File: config.mk
export PLATFORM = sky130hd
export DESIGN_NAME = gpt_pin
export DESIGN_NICKNAME = d
export VERILOG_FILES = /design/src/inc/gpt_pkg.sv /design/src/gpt_pin.sv
export SDC_FILE = /design/constraint.sdc
export NUM_CORES = 1
export LEC_CHECK = 0
export CAP_MARGIN = 5
export CELL_PAD_IN_SITES_DETAIL_PLACEMENT = 0
export CELL_PAD_IN_SITES_GLOBAL_PLACEMENT = 1
export CORE_MARGIN = 2
export CORE_UTILIZATION = 46
export CTS_BUF_LIST = sky130_fd_sc_hd__clkbuf_8
export DETAILED_ROUTE_END_ITERATION = 6
export DONT_BUFFER_PORTS = 1
export PLACE_DENSITY = 0.79
export SLEW_MARGIN = 30
export SYNTH_ARGS = -nofsm -noshare
export SYNTH_HDL_FRONTEND = slang
export SYNTH_SLANG_ARGS = --single-unit
File: constraint.sdc
create_clock -name mclk -period 10 [get_ports mclk]
set_input_delay 3 -clock mclk [delete_from_list [all_inputs] [get_ports mclk]]
set_output_delay 3 -clock mclk [all_outputs]
set_load 0.02 [all_outputs]
File: src/inc/gpt_pkg.sv
// constants, types and register map of the gpio pin with pulse timer
// Overview of operation
// - input mode keeps the pin driver released (high impedance).
// - sink-only mode drives low for buffer 0, releases for buffer 1.
// - peripheral-owned mode lets the alternate peripheral drive the pin.
// - peripheral sink-only mode is peripheral-owned with a low-or-release output.
// - switching to input, push-pull or sink-only detaches the peripheral.
// - pull selection offers none, weak pull-up or weak pull-down.
// - drive strength offers weakest, middle and strongest levels.
// - alternate selector acts only in the two peripheral-owned modes.
// - a configuration write changes only the fields it supplies.
// - level read returns 0 for low voltage, 1 for high.
// - input mode reads the live sampled pin; push-pull read is undefined.
// - sink-only read is live while buffer holds 1, undefined otherwise.
// - value write stores 1 for any nonzero value, else 0.
// - input-mode write only updates the buffer; it drives once output selected.
// - push-pull write updates buffer and driven level immediately.
// - timer measures a low pulse for polarity 0, high for 1.
// - timer waits for the polarity first, then times while it matches.
// - duration in microseconds; limit programmable, default 1000000.
// - wait timeout returns -2, measure timeout returns -1, same limit.
`default_nettype none
package gpt_pkg;
  localparam int unsigned CLK_HZ = 20_000_000;
  localparam int unsigned TICK_US = 1;
  localparam int unsigned TICK_CYCLES = CLK_HZ / 1_000_000 * TICK_US;
  localparam logic [4:0] TICK_LAST = 5'(TICK_CYCLES - 1);
  localparam logic [31:0] LIMIT_RESET = 32'h000F_4240;
  localparam logic [31:0] RESULT_WAIT_TO = 32'hFFFF_FFFE;
  localparam logic [31:0] RESULT_MEAS_TO = 32'hFFFF_FFFF;

  // register byte offsets
  localparam logic [3:0] OFS_CONFIG = 4'h0;
  localparam logic [3:0] OFS_VALUE = 4'h4;
  localparam logic [3:0] OFS_LIMIT = 4'h8;
  localparam logic [3:0] OFS_TIMER = 4'hC;

  // config word: bit 27..31 = supply flags for mode, pull, drive, alt, value
  localparam int MODE_LSB = 0;
  localparam int PULL_LSB = 4;
  localparam int DRIVE_LSB = 8;
  localparam int ALT_LSB = 12;
  localparam int VAL_BIT = 16;
  localparam int SUP_MODE = 27;
  localparam int SUP_PULL = 28;
  localparam int SUP_DRIVE = 29;
  localparam int SUP_ALT = 30;
  localparam int SUP_VAL = 31;
  // timer word: write bit 0 polarity, bit 1 start; read bit 0 busy, bit 2 polarity until done, then the result
  localparam int TMR_POL = 0;
  localparam int TMR_START = 1;
  localparam int TMR_BUSY = 0;
  localparam int TMR_DONE = 1;
  localparam int TMR_LEVEL = 2;

  localparam logic [1:0] RESP_OKAY = 2'h0;
  localparam logic [1:0] RESP_SLVERR = 2'h2;

  typedef enum logic [2:0] {
    GPT_IN = 3'h0,
    GPT_OUT = 3'h1,
    GPT_SINK = 3'h2,
    GPT_ALT = 3'h3,
    GPT_ALT_SINK = 3'h4
  } gpt_mode_t;

  typedef enum logic [1:0] {
    PULL_NONE = 2'h0,
    PULL_UP = 2'h1,
    PULL_DOWN = 2'h2
  } gpt_pull_t;

  typedef enum logic [1:0] {
    DRV_WEAK = 2'h0,
    DRV_MIDDLE_DRIVE = 2'h1,
    DRV_STRONG = 2'h2
  } gpt_drive_t;

  typedef enum logic [1:0] {
    TS_IDLE = 2'h0,
    TS_WAIT = 2'h1,
    TS_MEAS = 2'h2
  } gpt_tstate_t;
endpackage
`default_nettype wire

File: src/gpt_pin.sv
// gpio pin controller with pulse-width measure timer, axi4-lite slave
//
// The address map and the AXI4-Lite interface to the registers are this design's own decisions.
`default_nettype none
module gpt_pin (
  input wire logic mclk,
  input wire logic rst_n,
  input wire logic [3:0] s_axi_awaddr,
  input wire logic s_axi_awvalid,
  output logic s_axi_awready,
  input wire logic [31:0] s_axi_wdata,
  input wire logic [3:0] s_axi_wstrb,
  input wire logic s_axi_wvalid,
  output logic s_axi_wready,
  output logic [1:0] s_axi_bresp,
  output logic s_axi_bvalid,
  input wire logic s_axi_bready,
  input wire logic [3:0] s_axi_araddr,
  input wire logic s_axi_arvalid,
  output logic s_axi_arready,
  output logic [31:0] s_axi_rdata,
  output logic [1:0] s_axi_rresp,
  output logic s_axi_rvalid,
  input wire logic s_axi_rready,
  input wire logic pinIn,
  output logic pinOut,
  output logic pinOe,
  output logic pullUpEn,
  output logic pullDownEn,
  output logic [1:0] driveLevel,
  output logic altEn,
  output logic [3:0] altSelect,
  input wire logic altOut,
  input wire logic altOe,
  output logic altIn
);
  typedef struct packed {
    logic awHeld;
    logic [3:0] awAddr;
    logic wHeld;
    logic [31:0] wData;
    logic [3:0] wStrb;
    logic bValid;
    logic [1:0] bResp;
    logic rValid;
    logic [31:0] rData;
    logic [1:0] rResp;
    gpt_pkg::gpt_mode_t mode;
    gpt_pkg::gpt_pull_t pull;
    gpt_pkg::gpt_drive_t drive;
    logic [3:0] alt;
    logic outBuf;
    logic [31:0] limit;
    logic polarity;
    gpt_pkg::gpt_tstate_t tState;
    logic done;
    logic [31:0] result;
    logic [31:0] micros;
    logic [4:0] tickCnt;
    logic sync1;
    logic sync2;
    logic pinOut;
    logic pinOe;
    logic pullUpEn;
    logic pullDownEn;
    logic [1:0] driveLevel;
    logic altEn;
    logic [3:0] altSelect;
    logic altIn;
  } gpt_state_t;

  gpt_state_t st;
  gpt_state_t next_st;

  always_comb begin
    logic tick;
    logic doWrite;
    logic [31:0] wd;
    logic pinLvl;
    logic drvOut;
    logic drvOe;
    tick = 1'b0;
    doWrite = 1'b0;
    wd = 32'h0000_0000;
    pinLvl = 1'b0;
    drvOut = 1'b0;
    drvOe = 1'b0;
    next_st = st;

    // two stages before anything looks at the pin
    next_st.sync1 = pinIn;
    next_st.sync2 = st.sync1;
    pinLvl = st.sync2;

    // microsecond tick divider
    if (st.tickCnt == gpt_pkg::TICK_LAST) begin
      next_st.tickCnt = 5'h00;
      tick = 1'b1;
    end else begin
      next_st.tickCnt = st.tickCnt + 5'h01;
    end

    // write channels taken independently, either order
    if (s_axi_awvalid && !st.awHeld) begin
      next_st.awHeld = 1'b1;
      next_st.awAddr = s_axi_awaddr;
    end
    if (s_axi_wvalid && !st.wHeld) begin
      next_st.wHeld = 1'b1;
      next_st.wData = s_axi_wdata;
      next_st.wStrb = s_axi_wstrb;
    end
    if (st.bValid && s_axi_bready) begin
      next_st.bValid = 1'b0;
    end
    if (st.awHeld && st.wHeld && !st.bValid) begin
      doWrite = 1'b1;
      wd = st.wData;
      next_st.awHeld = 1'b0;
      next_st.wHeld = 1'b0;
      next_st.bValid = 1'b1;
      next_st.bResp = gpt_pkg::RESP_OKAY;
    end

    // pulse timer sequencing
    unique case (st.tState)
      gpt_pkg::TS_IDLE: begin
      end
      gpt_pkg::TS_WAIT: begin
        if (pinLvl == st.polarity) begin
          next_st.tState = gpt_pkg::TS_MEAS;
          next_st.micros = 32'h0000_0000;
        end else if (tick) begin
          if (st.micros + 32'h0000_0001 >= st.limit) begin
            next_st.tState = gpt_pkg::TS_IDLE;
            next_st.done = 1'b1;
            next_st.result = gpt_pkg::RESULT_WAIT_TO;
          end else begin
            next_st.micros = st.micros + 32'h0000_0001;
          end
        end
      end
      gpt_pkg::TS_MEAS: begin
        if (pinLvl != st.polarity) begin
          next_st.tState = gpt_pkg::TS_IDLE;
          next_st.done = 1'b1;
          next_st.result = st.micros;
        end else if (tick) begin
          if (st.micros + 32'h0000_0001 >= st.limit) begin
            next_st.tState = gpt_pkg::TS_IDLE;
            next_st.done = 1'b1;
            next_st.result = gpt_pkg::RESULT_MEAS_TO;
          end else begin
            next_st.micros = st.micros + 32'h0000_0001;
          end
        end
      end
      default: begin
        next_st.tState = gpt_pkg::TS_IDLE;
      end
    endcase

    // register writes
    if (doWrite) begin
      unique case (st.awAddr)
        gpt_pkg::OFS_CONFIG: begin
          // only supplied fields change
          if (wd[gpt_pkg::SUP_MODE] && wd[gpt_pkg::MODE_LSB +: 3] <= 3'h4) begin
            next_st.mode = gpt_pkg::gpt_mode_t'(wd[gpt_pkg::MODE_LSB +: 3]);
          end
          if (wd[gpt_pkg::SUP_PULL] && wd[gpt_pkg::PULL_LSB +: 2] != 2'h3) begin
            next_st.pull = gpt_pkg::gpt_pull_t'(wd[gpt_pkg::PULL_LSB +: 2]);
          end
          if (wd[gpt_pkg::SUP_DRIVE] && wd[gpt_pkg::DRIVE_LSB +: 2] != 2'h3) begin
            next_st.drive = gpt_pkg::gpt_drive_t'(wd[gpt_pkg::DRIVE_LSB +: 2]);
          end
          if (wd[gpt_pkg::SUP_ALT]) begin
            next_st.alt = wd[gpt_pkg::ALT_LSB +: 4];
          end
          if (wd[gpt_pkg::SUP_VAL]) begin
            next_st.outBuf = wd[gpt_pkg::VAL_BIT];
          end
        end
        gpt_pkg::OFS_VALUE: begin
          next_st.outBuf = |wd;
        end
        gpt_pkg::OFS_LIMIT: begin
          next_st.limit = wd;
        end
        gpt_pkg::OFS_TIMER: begin
          if (wd[gpt_pkg::TMR_START]) begin
            next_st.polarity = wd[gpt_pkg::TMR_POL];
            next_st.tState = gpt_pkg::TS_WAIT;
            next_st.micros = 32'h0000_0000;
            next_st.done = 1'b0;
            next_st.result = 32'h0000_0000;
          end
        end
        default: begin
          next_st.bResp = gpt_pkg::RESP_SLVERR;
        end
      endcase
    end

    // read channel
    if (st.rValid && s_axi_rready) begin
      next_st.rValid = 1'b0;
    end
    if (s_axi_arvalid && !st.rValid) begin
      next_st.rValid = 1'b1;
      next_st.rResp = gpt_pkg::RESP_OKAY;
      unique case (s_axi_araddr)
        gpt_pkg::OFS_CONFIG: begin
          next_st.rData = 32'h0000_0000;
          next_st.rData[gpt_pkg::MODE_LSB +: 3] = st.mode;
          next_st.rData[gpt_pkg::PULL_LSB +: 2] = st.pull;
          next_st.rData[gpt_pkg::DRIVE_LSB +: 2] = st.drive;
          next_st.rData[gpt_pkg::ALT_LSB +: 4] = st.alt;
          next_st.rData[gpt_pkg::VAL_BIT] = st.outBuf;
        end
        gpt_pkg::OFS_VALUE: begin
          // live sampled level; meaningless in push-pull or sink driving low
          next_st.rData = {31'h0000_0000, pinLvl};
        end
        gpt_pkg::OFS_LIMIT: begin
          next_st.rData = st.limit;
        end
        gpt_pkg::OFS_TIMER: begin
          next_st.rData = 32'h0000_0000;
          next_st.rData[gpt_pkg::TMR_BUSY] = (st.tState != gpt_pkg::TS_IDLE);
          next_st.rData[gpt_pkg::TMR_DONE] = st.done;
          next_st.rData[gpt_pkg::TMR_LEVEL] = st.polarity;
        end
        default: begin
          next_st.rData = 32'h0000_0000;
          next_st.rResp = gpt_pkg::RESP_SLVERR;
        end
      endcase
      if (s_axi_araddr == gpt_pkg::OFS_TIMER + 4'h0 && st.done) begin
        next_st.rData = st.result;
      end
    end

    // pad driver from the currently registered configuration
    unique case (st.mode)
      gpt_pkg::GPT_IN: begin
        drvOut = st.outBuf;
        drvOe = 1'b0;
      end
      gpt_pkg::GPT_OUT: begin
        drvOut = st.outBuf;
        drvOe = 1'b1;
      end
      gpt_pkg::GPT_SINK: begin
        drvOut = 1'b0;
        drvOe = !st.outBuf;
      end
      gpt_pkg::GPT_ALT: begin
        drvOut = altOut;
        drvOe = altOe;
      end
      gpt_pkg::GPT_ALT_SINK: begin
        drvOut = 1'b0;
        drvOe = altOe && !altOut;
      end
      default: begin
        drvOut = 1'b0;
        drvOe = 1'b0;
      end
    endcase
    next_st.pinOut = drvOut;
    next_st.pinOe = drvOe;
    next_st.pullUpEn = (st.pull == gpt_pkg::PULL_UP);
    next_st.pullDownEn = (st.pull == gpt_pkg::PULL_DOWN);
    next_st.driveLevel = st.drive;
    // any non-peripheral mode detaches the alternate function
    next_st.altEn = (st.mode == gpt_pkg::GPT_ALT) || (st.mode == gpt_pkg::GPT_ALT_SINK);
    next_st.altSelect = next_st.altEn ? st.alt : 4'h0;
    next_st.altIn = next_st.altEn ? pinLvl : 1'b0;
  end

  always_ff @(posedge mclk or negedge rst_n) begin
    if (!rst_n) begin
      st <= '0;
      st.mode <= gpt_pkg::GPT_IN;
      st.pull <= gpt_pkg::PULL_NONE;
      st.drive <= gpt_pkg::DRV_WEAK;
      st.limit <= gpt_pkg::LIMIT_RESET;
      st.tState <= gpt_pkg::TS_IDLE;
    end else begin
      st <= next_st;
    end
  end

  // ready flags low while a channel holds an untaken item
  always_comb begin
    s_axi_awready = !st.awHeld;
    s_axi_wready = !st.wHeld;
    s_axi_arready = !st.rValid;
  end
  assign s_axi_bvalid = st.bValid;
  assign s_axi_bresp = st.bResp;
  assign s_axi_rvalid = st.rValid;
  assign s_axi_rdata = st.rData;
  assign s_axi_rresp = st.rResp;
  assign pinOut = st.pinOut;
  assign pinOe = st.pinOe;
  assign pullUpEn = st.pullUpEn;
  assign pullDownEn = st.pullDownEn;
  assign driveLevel = st.driveLevel;
  assign altEn = st.altEn;
  assign altSelect = st.altSelect;
  assign altIn = st.altIn;
endmodule
`default_nettype wire
==> impl_results.md, run 1 <==
- CP max stage cell: nand2_1
- Hold slack: roughly 0.35 ns
- Setup WS pre-CTS: about 5 ns
- Sequential share of the synthesized area: 45.4%
- Synth Flop Type: dfrtp_1
- Vias: 8622
- First-pass GRT wire length: just under 50000 µm
- Leak: just under 0.005 µW
- HP Class: reg -> reg
- Sw Share: between 30% and 40%
- CORE AREA: approximately 24000 µm²
- Largest cells by area after synthesis: dfrtp_1 (44%), mux2_2 (7.1%), ha_1 (4.2%), nand2_1 (3.9%), o21ai_0 (3.3%)
- CP arrival: 5.44 ns
- Placed Cells: around 1400
- Detailed Place HPWL: between 15000 and 20000 µm
- Final period util: 50.5%
- Most frequent cell after synthesis: dfrtp_1
- Clock Latency Late Sink: ~0.53 ns
- CTS tree: done
- Logic pwr share: between 20% and 30%
- Largest family of logic cells by synthesized area: compound AO/OA/AOI/OAI gates
- CTS max path bufs: 3
- Die ar.: 26000 µm²
- Met2 WL: 13600 µm
- Nets: 1175
- Synthesis-stage register bit count: about 210
- Internal cell power: 1790 µW
- Cells resized by post-CTS repair: 0
- Slew Limit Fails: 0
- Cell Chain, Critical Path: nand3_1 > or4_4 > nor4_4 > nand3_1 > xnor2_1 > ha_1 > nand4_1 > nor2_1 > a221oi_1 > nand3_1 > nor4_2 > nand2_1 > o31ai_1
- Relative slew margins: 33.6%
- Fraction of layout cells with a size suffix above 1: approximately 16%
- Required time of the critical path: ~10 ns
- Max Clock Skew: around 0.027 ns
- Syn. warnings: 0
- Compound-Gate Fraction of Synth Area: a little under a fifth
- Slew @ Worst Pin: approximately 0.99 ns
- Highest Clock Rate: slightly below 200 MHz
- Post-Synth XOR/XNOR Area: 2.54%
- PD cells: approximately 250 nW/µm²
- Post-CTS setup buffer count: 0
- Hold Crit Start: next_st[12]
- Top post-synthesis cells by count: dfrtp_1 (199), nand2_1 (119), o21ai_0 (76), mux2_2 (72), nor2_1 (72)
- Dpl cell area: between 10000 and 15000 µm²
- CP Launch Type: flip-flop
- RSZ-0062 raised after global routing: false
- Simple-gate share of the synthesized area: 13.8%
- Layout Cells excl Fill: about 1400
- Endpoints failing setup: 0
- PortBufs: 0
- Avg Inst Size Synth: slightly below 10 µm²
- Remaining antenna violation count: 0
- MaxCap Viol Count: 0
- Die Y: ~160 µm
- Asr flop ratio synth: 100%
- IO Count: about 110
- Largest net degree at the start of global routing: about 210
- Crit path max-delay family: simple AND/OR/NAND/NOR gates
- Post-route cell area: around 12000 µm²
- Sink Count: around 210
- GPL Wtd Cong: around 0.87
- Biggest cell delay along the critical path: 0.67 ns
- Avg WL per Cell: approximately 21 µm
- Crit path from: st[24]
- Crit end category: flip-flop
- Num CTS Buffers: 35
- Reg clk slew, reported paths: approximately 0.06 ns
- Top Layer Used: met4
- Synth Instances: roughly 1200
- Syn nets: between 1000 and 1500
- Register share of total power: roughly 45%
- DRT Wirelength: between 30000 and 40000 µm
- Routed vias/inst: around 6
- Reg2reg start: st[24]
- Footprint of the multi-input gates: 5440 µm²
- Hold Fails Final Rpt: 0
- Worst vdd ir: between 150 and 200 µV
- Initial Utilization: a little under half
- Cell repeated most along the worst path: nand3_1
- WL met1: between 10000 and 15000 µm
- Cell taking the most area after synthesis: dfrtp_1
- Post-route setup TNS: 0 ns
- Post-synthesis mux area share: ~7.4%
- Post-synthesis cell area: roughly 11000 µm²
- Vias in the first global route: between 8000 and 9000
- Adder-cell share of the synthesized area: roughly 4.3%
- NetSw: roughly 1100 µW
- Status: finished, final reports clean
- Setup ws final: ~5 ns
- Gr usage total: roughly a quarter
- Drt pass-1 iters: 5
- Hold-fix buffer count after cts: 0
- Gr ovfl total: 0
- Critical path buffers and inverters: 0
- P&R area growth vs syn: 5.19%
- H-tree levels: 2
- Starting DRC count in detailed routing: about 770
- Minimum clock period: a little over 5 ns
- # rows: 57
- Synth top area share: a little over two fifths
- DR DRC count: 0
- Power share of the clock group: 25.6%
- Crit path max fanout: 21
- Initial antenna violation count: 0
- Number of synthesized flops with an enable pin: 0
- Chip width: ~160 µm
- Clk root buf: clkbuf_8
- WS Path Type: reg -> reg
- Routed length on met3: 2360 µm
- Fill cell count: approximately 2200
- Synth unique cells: between 70 and 80
- Antenna cells: 0
- Register area: ~5200 µm²
logic make-up (layout without fill, tap and decap cells):
kind of cell | after synthesis | count (layout)
other | 1 | 1
buffers and inverters | 176 | 119
multiplexers | 74 | 74
adder cells (fa/ha/maj) | 39 | 39
AO/OA/AOI/OAI | 317 | 317
XOR/XNOR | 33 | 33
AND/OR/NAND/NOR | 317 | 317
flip-flops | 206 | 206
registers in the layout, indices dropped and copies added (netlist names), named ones only:
signal and count:
s_axi_rvalid 1, pinOe 1, pullDownEn 1, st 154
pinOut 1, driveLevel 2, s_axi_bvalid 1, altSelect 4
next_st 3, s_axi_bresp 1, altEn 1, pullUpEn 1
s_axi_rdata 32, altIn 1, s_axi_rresp 1
worst paths after layout:
check                                 endpoint  slack (ns)  depth (start not counted)
worst max-delay path                    st[29]        4.95                         13
worst min-delay path                    st[12]        0.35                          0
worst max register to register          st[29]        4.95                         13
worst min register to register          st[12]        0.35                          0
max in group asynchronous               st[38]        7.41                          0
min in group asynchronous       s_axi_rdata[7]        2.18                          0
layer usage:
metal | vias to the layer above | GRT usage, %
met1 | 4265 | 34.0
met5 | - | 0
li1 | 3992 | -
met3 | 57 | 5.19
met2 | 308 | 36.2
met4 | 0 | 6.94
power groups by stage:
stage,Sequential [µW],Combinational (µW),Clock [µW]
CTS,1310,874,770
detailed placement,1320,870,0
floorplan,1180,717,0
finish,1310,874,754
global placement,1310,849,0
global route,1340,961,805
layout by cell type, fill, tap and decap left out, types with 4 or more instances in the layout:
cell type and n:
dfrtp_1 199, nand2_1 118, o21ai_0 76, mux2_2 72
nor2_1 69, a21oi_1 62, inv_1 57, clkbuf_8 45
ha_1 38, nand3_1 33, a211oi_1 32, o31a_1 31
xnor2_1 25, a22oi_1 24, o31ai_1 22, o311ai_1 17
and2_1 14, nand4_1 13, nor4_1 10, a222oi_1 10
buf_4 10, o211ai_1 7, dfstp_2 7, and3_1 6
xor2_1 6, o21ai_1 6, nor2b_1 5, and4_1 4
or3_1 4, nor4_4 4, nand2b_1 4, nor3_1 4
o22ai_1 4, clkinv_2 4
stage by stage:
stage               utilization [%]  total power [µW]
floorplan                         -              1900
detailed placement             46.3              2190
global route                   49.2              3100
finish                         49.2              2940
global placement               46.2              2160
CTS                            49.2              2950
cell type report:
type | instances | area share (%)
Clock buffer | 45 | 5.18
Clock inverter | 15 | 0.680
Tap cell | 324 | 3.39
Timing Repair Buffer | 10 | 0.627
Sequential cell | 206 | 43.2
Multi-Input combinational cell | 781 | 45.4
Inverter | 49 | 1.54
No activity file was read; power rests on OpenSTA's default activity.
==> run 2: changes to the inputs <==
==> constraint.sdc (replaced) <==
create_clock -name mclk -period 5.1 [get_ports mclk]
set_input_delay 1.53 -clock mclk [delete_from_list [all_inputs] [get_ports mclk]]
set_output_delay 1.53 -clock mclk [all_outputs]
set_load 0.02 [all_outputs]
==> run 2 against run 1 <==
Compared with the run above: critical path depth is the same; total power is 96% higher; global-route usage rose by 0.31 points; non-clock buffer count rose by 17; wire length grew 0.60%; sequential power grew 96%; final cell count is 1.4% higher; critical endpoint is now st[50]; largest power group unchanged.
==> impl_results.md, run 2 (synthesis gave the netlist of run 1 again) <==
- Status: finished, final reports clean (unchanged)
- Reg-to-reg setup timing slack: 0.51 ns (was 4.95 ns)
- CTS tree: done (unchanged)
- Fraction of layout cells with a size suffix above 1: 16.9% (was 15.6%)
- MaxCap Viol Count: 0 (unchanged)
- PD cells: 476 nW/µm² (was 246 nW/µm²)
- Footprint of the multi-input gates: 5430 µm² (was 5440 µm²)
- Gr ovfl total: 0 (unchanged)
- Hold-fix buffer count after cts: 0 (unchanged)
- Largest net degree at the start of global routing: 207 (unchanged)
- Antenna cells: 0 (unchanged)
- Logic pwr share: 29.7% (about the same)
- Sink Count: 206 (unchanged)
- Vias in the first global route: 8606 (was 8479)
- R2R cell count: 13 (unchanged)
- Internal cell power: 3520 µW (was 1790 µW)
- Vias: 8673 (was 8622)
- Fill cell count: 2210 (was 2235)
- Clk root buf: clkbuf_8 (unchanged)
- Crit path max-delay family: simple AND/OR/NAND/NOR gates (unchanged)
- Die Y: 161 µm (unchanged)
- Slew @ Worst Pin: 1.01 ns (was 0.986 ns)
- Power share of the clock group: 25.6% (about the same)
- Slew Limit Fails: 0 (unchanged)
- Cell Chain, Critical Path: nand3_1 > or4_4 > nor4_4 > nand3_1 > xnor2_1 > ha_1 > nand4_1 > buf_4 > or4_1 > nor3_2 > or3_4 > a21oi_1 > o22ai_1 (was nand3_1 > or4_4 > nor4_4 > nand3_1 > xnor2_1 > ha_1 > nand4_1 > nor2_1 > a221oi_1 > nand3_1 > nor4_2 > nand2_1 > o31ai_1)
- HP Class: reg -> reg (unchanged)
- WS Path Type: reg -> reg (unchanged)
- WL met1: 13400 µm (was 13600 µm)
- Die ar.: 26000 µm² (unchanged)
- Met2 WL: 13900 µm (was 13600 µm)
- P&R area growth vs syn: 6.47% (was 5.19%)
- Register area: 5160 µm² (unchanged)
- Hold Fails Final Rpt: 0 (unchanged)
- CORE AREA: 24300 µm² (unchanged)
- Initial antenna violation count: 0 (unchanged)
- End of the critical path: st[50] (was st[29])
- Commonest non-fill, non-tap cell in the layout: dfrtp_1 (unchanged)
- Relative slew margins: 32.6% (was 33.6%)
- Initial Utilization: 46.8% (unchanged)
- Top reg by flops: st (unchanged)
- CP Launch Type: flip-flop (unchanged)
- Final period util: 90.0% (was 50.5%)
- CTS max path bufs: 3 (unchanged)
- Num CTS Buffers: 35 (unchanged)
- Nets: 1192 (was 1175)
- CP Depth: 13 (unchanged)
- Gr usage total: 24.0% (was 23.7%)
- Crit end category: flip-flop (unchanged)
- Highest Clock Rate: 218 MHz (was 198 MHz)
- Required time of the critical path: 5.54 ns (was 10.40 ns)
- DRT Wirelength: 30500 µm (was 30400 µm)
- Sw Share: 38.9% (was 39.1%)
- Minimum clock period: 4.59 ns (was 5.05 ns)
- Detailed Place HPWL: 20400 µm (was 19900 µm)
- PortBufs: 0 (unchanged)
- Hold slack: 0.360 ns (was 0.346 ns)
- Post-CTS setup buffer count: 0 (unchanged)
- Biggest cell delay along the critical path: 0.66 ns (was 0.67 ns)
- NetSw: 2240 µW (was 1150 µW)
- Starting DRC count in detailed routing: 654 (was 768)
- Cells resized by post-CTS repair: 0 (unchanged)
- Worst vdd ir: 441 µV (was 191 µV)
- Drt pass-1 iters: 7 (was 5)
- Chip width: 161 µm (unchanged)
- Max reg flops: 154 (unchanged)
- Endpoints failing setup: 0 (unchanged)
- GPL Wtd Cong: 0.896 (was 0.872)
- DR DRC count: 0 (unchanged)
- Reg2reg start: st[33] (was st[24])
- Routed vias/inst: 5.98 (was 6.03)
- Avg WL per Cell: 21.1 µm (was 21.2 µm)
- Remaining antenna violation count: 0 (unchanged)
- # rows: 57 (unchanged)
- IO Count: 107 (unchanged)
- First-pass GRT wire length: 49100 µm (was 48700 µm)
- Cell repeated most along the worst path: nand3_1 (unchanged)
- Top Layer Used: met4 (unchanged)
- CP arrival: 5.03 ns (was 5.44 ns)
- Crit path from: st[33] (was st[24])
- Clock Latency Late Sink: 0.52 ns (was 0.53 ns)
- Crit path max fanout: 38 (was 21)
- Critical path buffers and inverters: 1 (was 0)
- Register share of total power: 44.6% (was 44.7%)
- RSZ-0062 raised after global routing: false (unchanged)
- Post-route setup TNS: 0 ns (unchanged)
- Commonest non-fill, non-tap cells in the layout: dfrtp_1 (199), nand2_1 (118), o21ai_0 (76) (unchanged)
- H-tree levels: 2 (unchanged)
- CP max stage cell: or4_1 (was nand2_1)
- Leak: 0.00501 µW (was 0.00490 µW)
- Reg clk slew, reported paths: 0.07 ns (was 0.06 ns)
- Max Clock Skew: 0.0154 ns (was 0.0269 ns)
- Routed length on met3: 2530 µm (was 2360 µm)
- Reg2reg end: st[50] (was st[29])
-- run 2: changes by cell type in the layout (fill, tap and decap cells not counted) --
cell      previous run  this run
clkinv_2             4         5
buf_12               0         1
inv_6                0         2
inv_1               57        59
buf_4               10        25
clkinv_8             1         0
buf_8                0         1
nor2_4               3         2
nor2_2               3         4
inv_8                1         0
-- run 2: metal layers --
layer / track usage, % / up-vias
li1: - / 4034
met1: 33.2 / 4246
met2: 37.5 / 329
met3: 5.98 / 64
met4: 7.14 / 0
met5: 0 / -
-- run 2: final cells by class --
cell class	count	share of cell area (%)
clock buffers	45	5.11
repair buffers	27	1.84
flip-flops and latches	206	42.6
multi-input cells	781	44.8
well taps	324	3.35
inverters	49	1.52
clock inverters	18	0.692
-- run 2: through the flow --
| step | worst slack, ns | util [%] | power [µW] | cell area [µm²] | instances |
|---|---|---|---|---|---|
| floorplan | 1.14 | - | 3720 | 11400 | 1163 |
| global placement | 0.274 | 46.8 | 4230 | 11400 | 1386 |
| detailed placement | 0.557 | 46.9 | 4290 | 11400 | 1387 |
| CTS | 0.546 | 49.8 | 5790 | 12100 | 1450 |
| global route | 0.257 | 49.8 | 6110 | 12100 | 1450 |
| finish | 0.511 | 49.8 | 5770 | 12100 | 1450 |
-- run 2: worst min-delay path by stage --
stage	startpoint	end	slack, ns	cells after the start
CTS	next_st[12]	st[12]	0.37	0
detailed placement	next_st[12]	st[12]	0.35	0
global route	next_st[12]	st[12]	0.37	0
finish	next_st[12]	st[12]	0.36	0
global placement	next_st[12]	st[12]	0.33	0
floorplan	next_st[12]	st[12]	0.33	0
-- run 2: power by group through the flow --
stage,combinational (µW),sequential [µW],clock (µW)
finish,1710,2570,1480
global route,1890,2620,1600
CTS,1710,2560,1520
detailed placement,1700,2590,0
global placement,1660,2570,0
floorplan,1410,2320,0
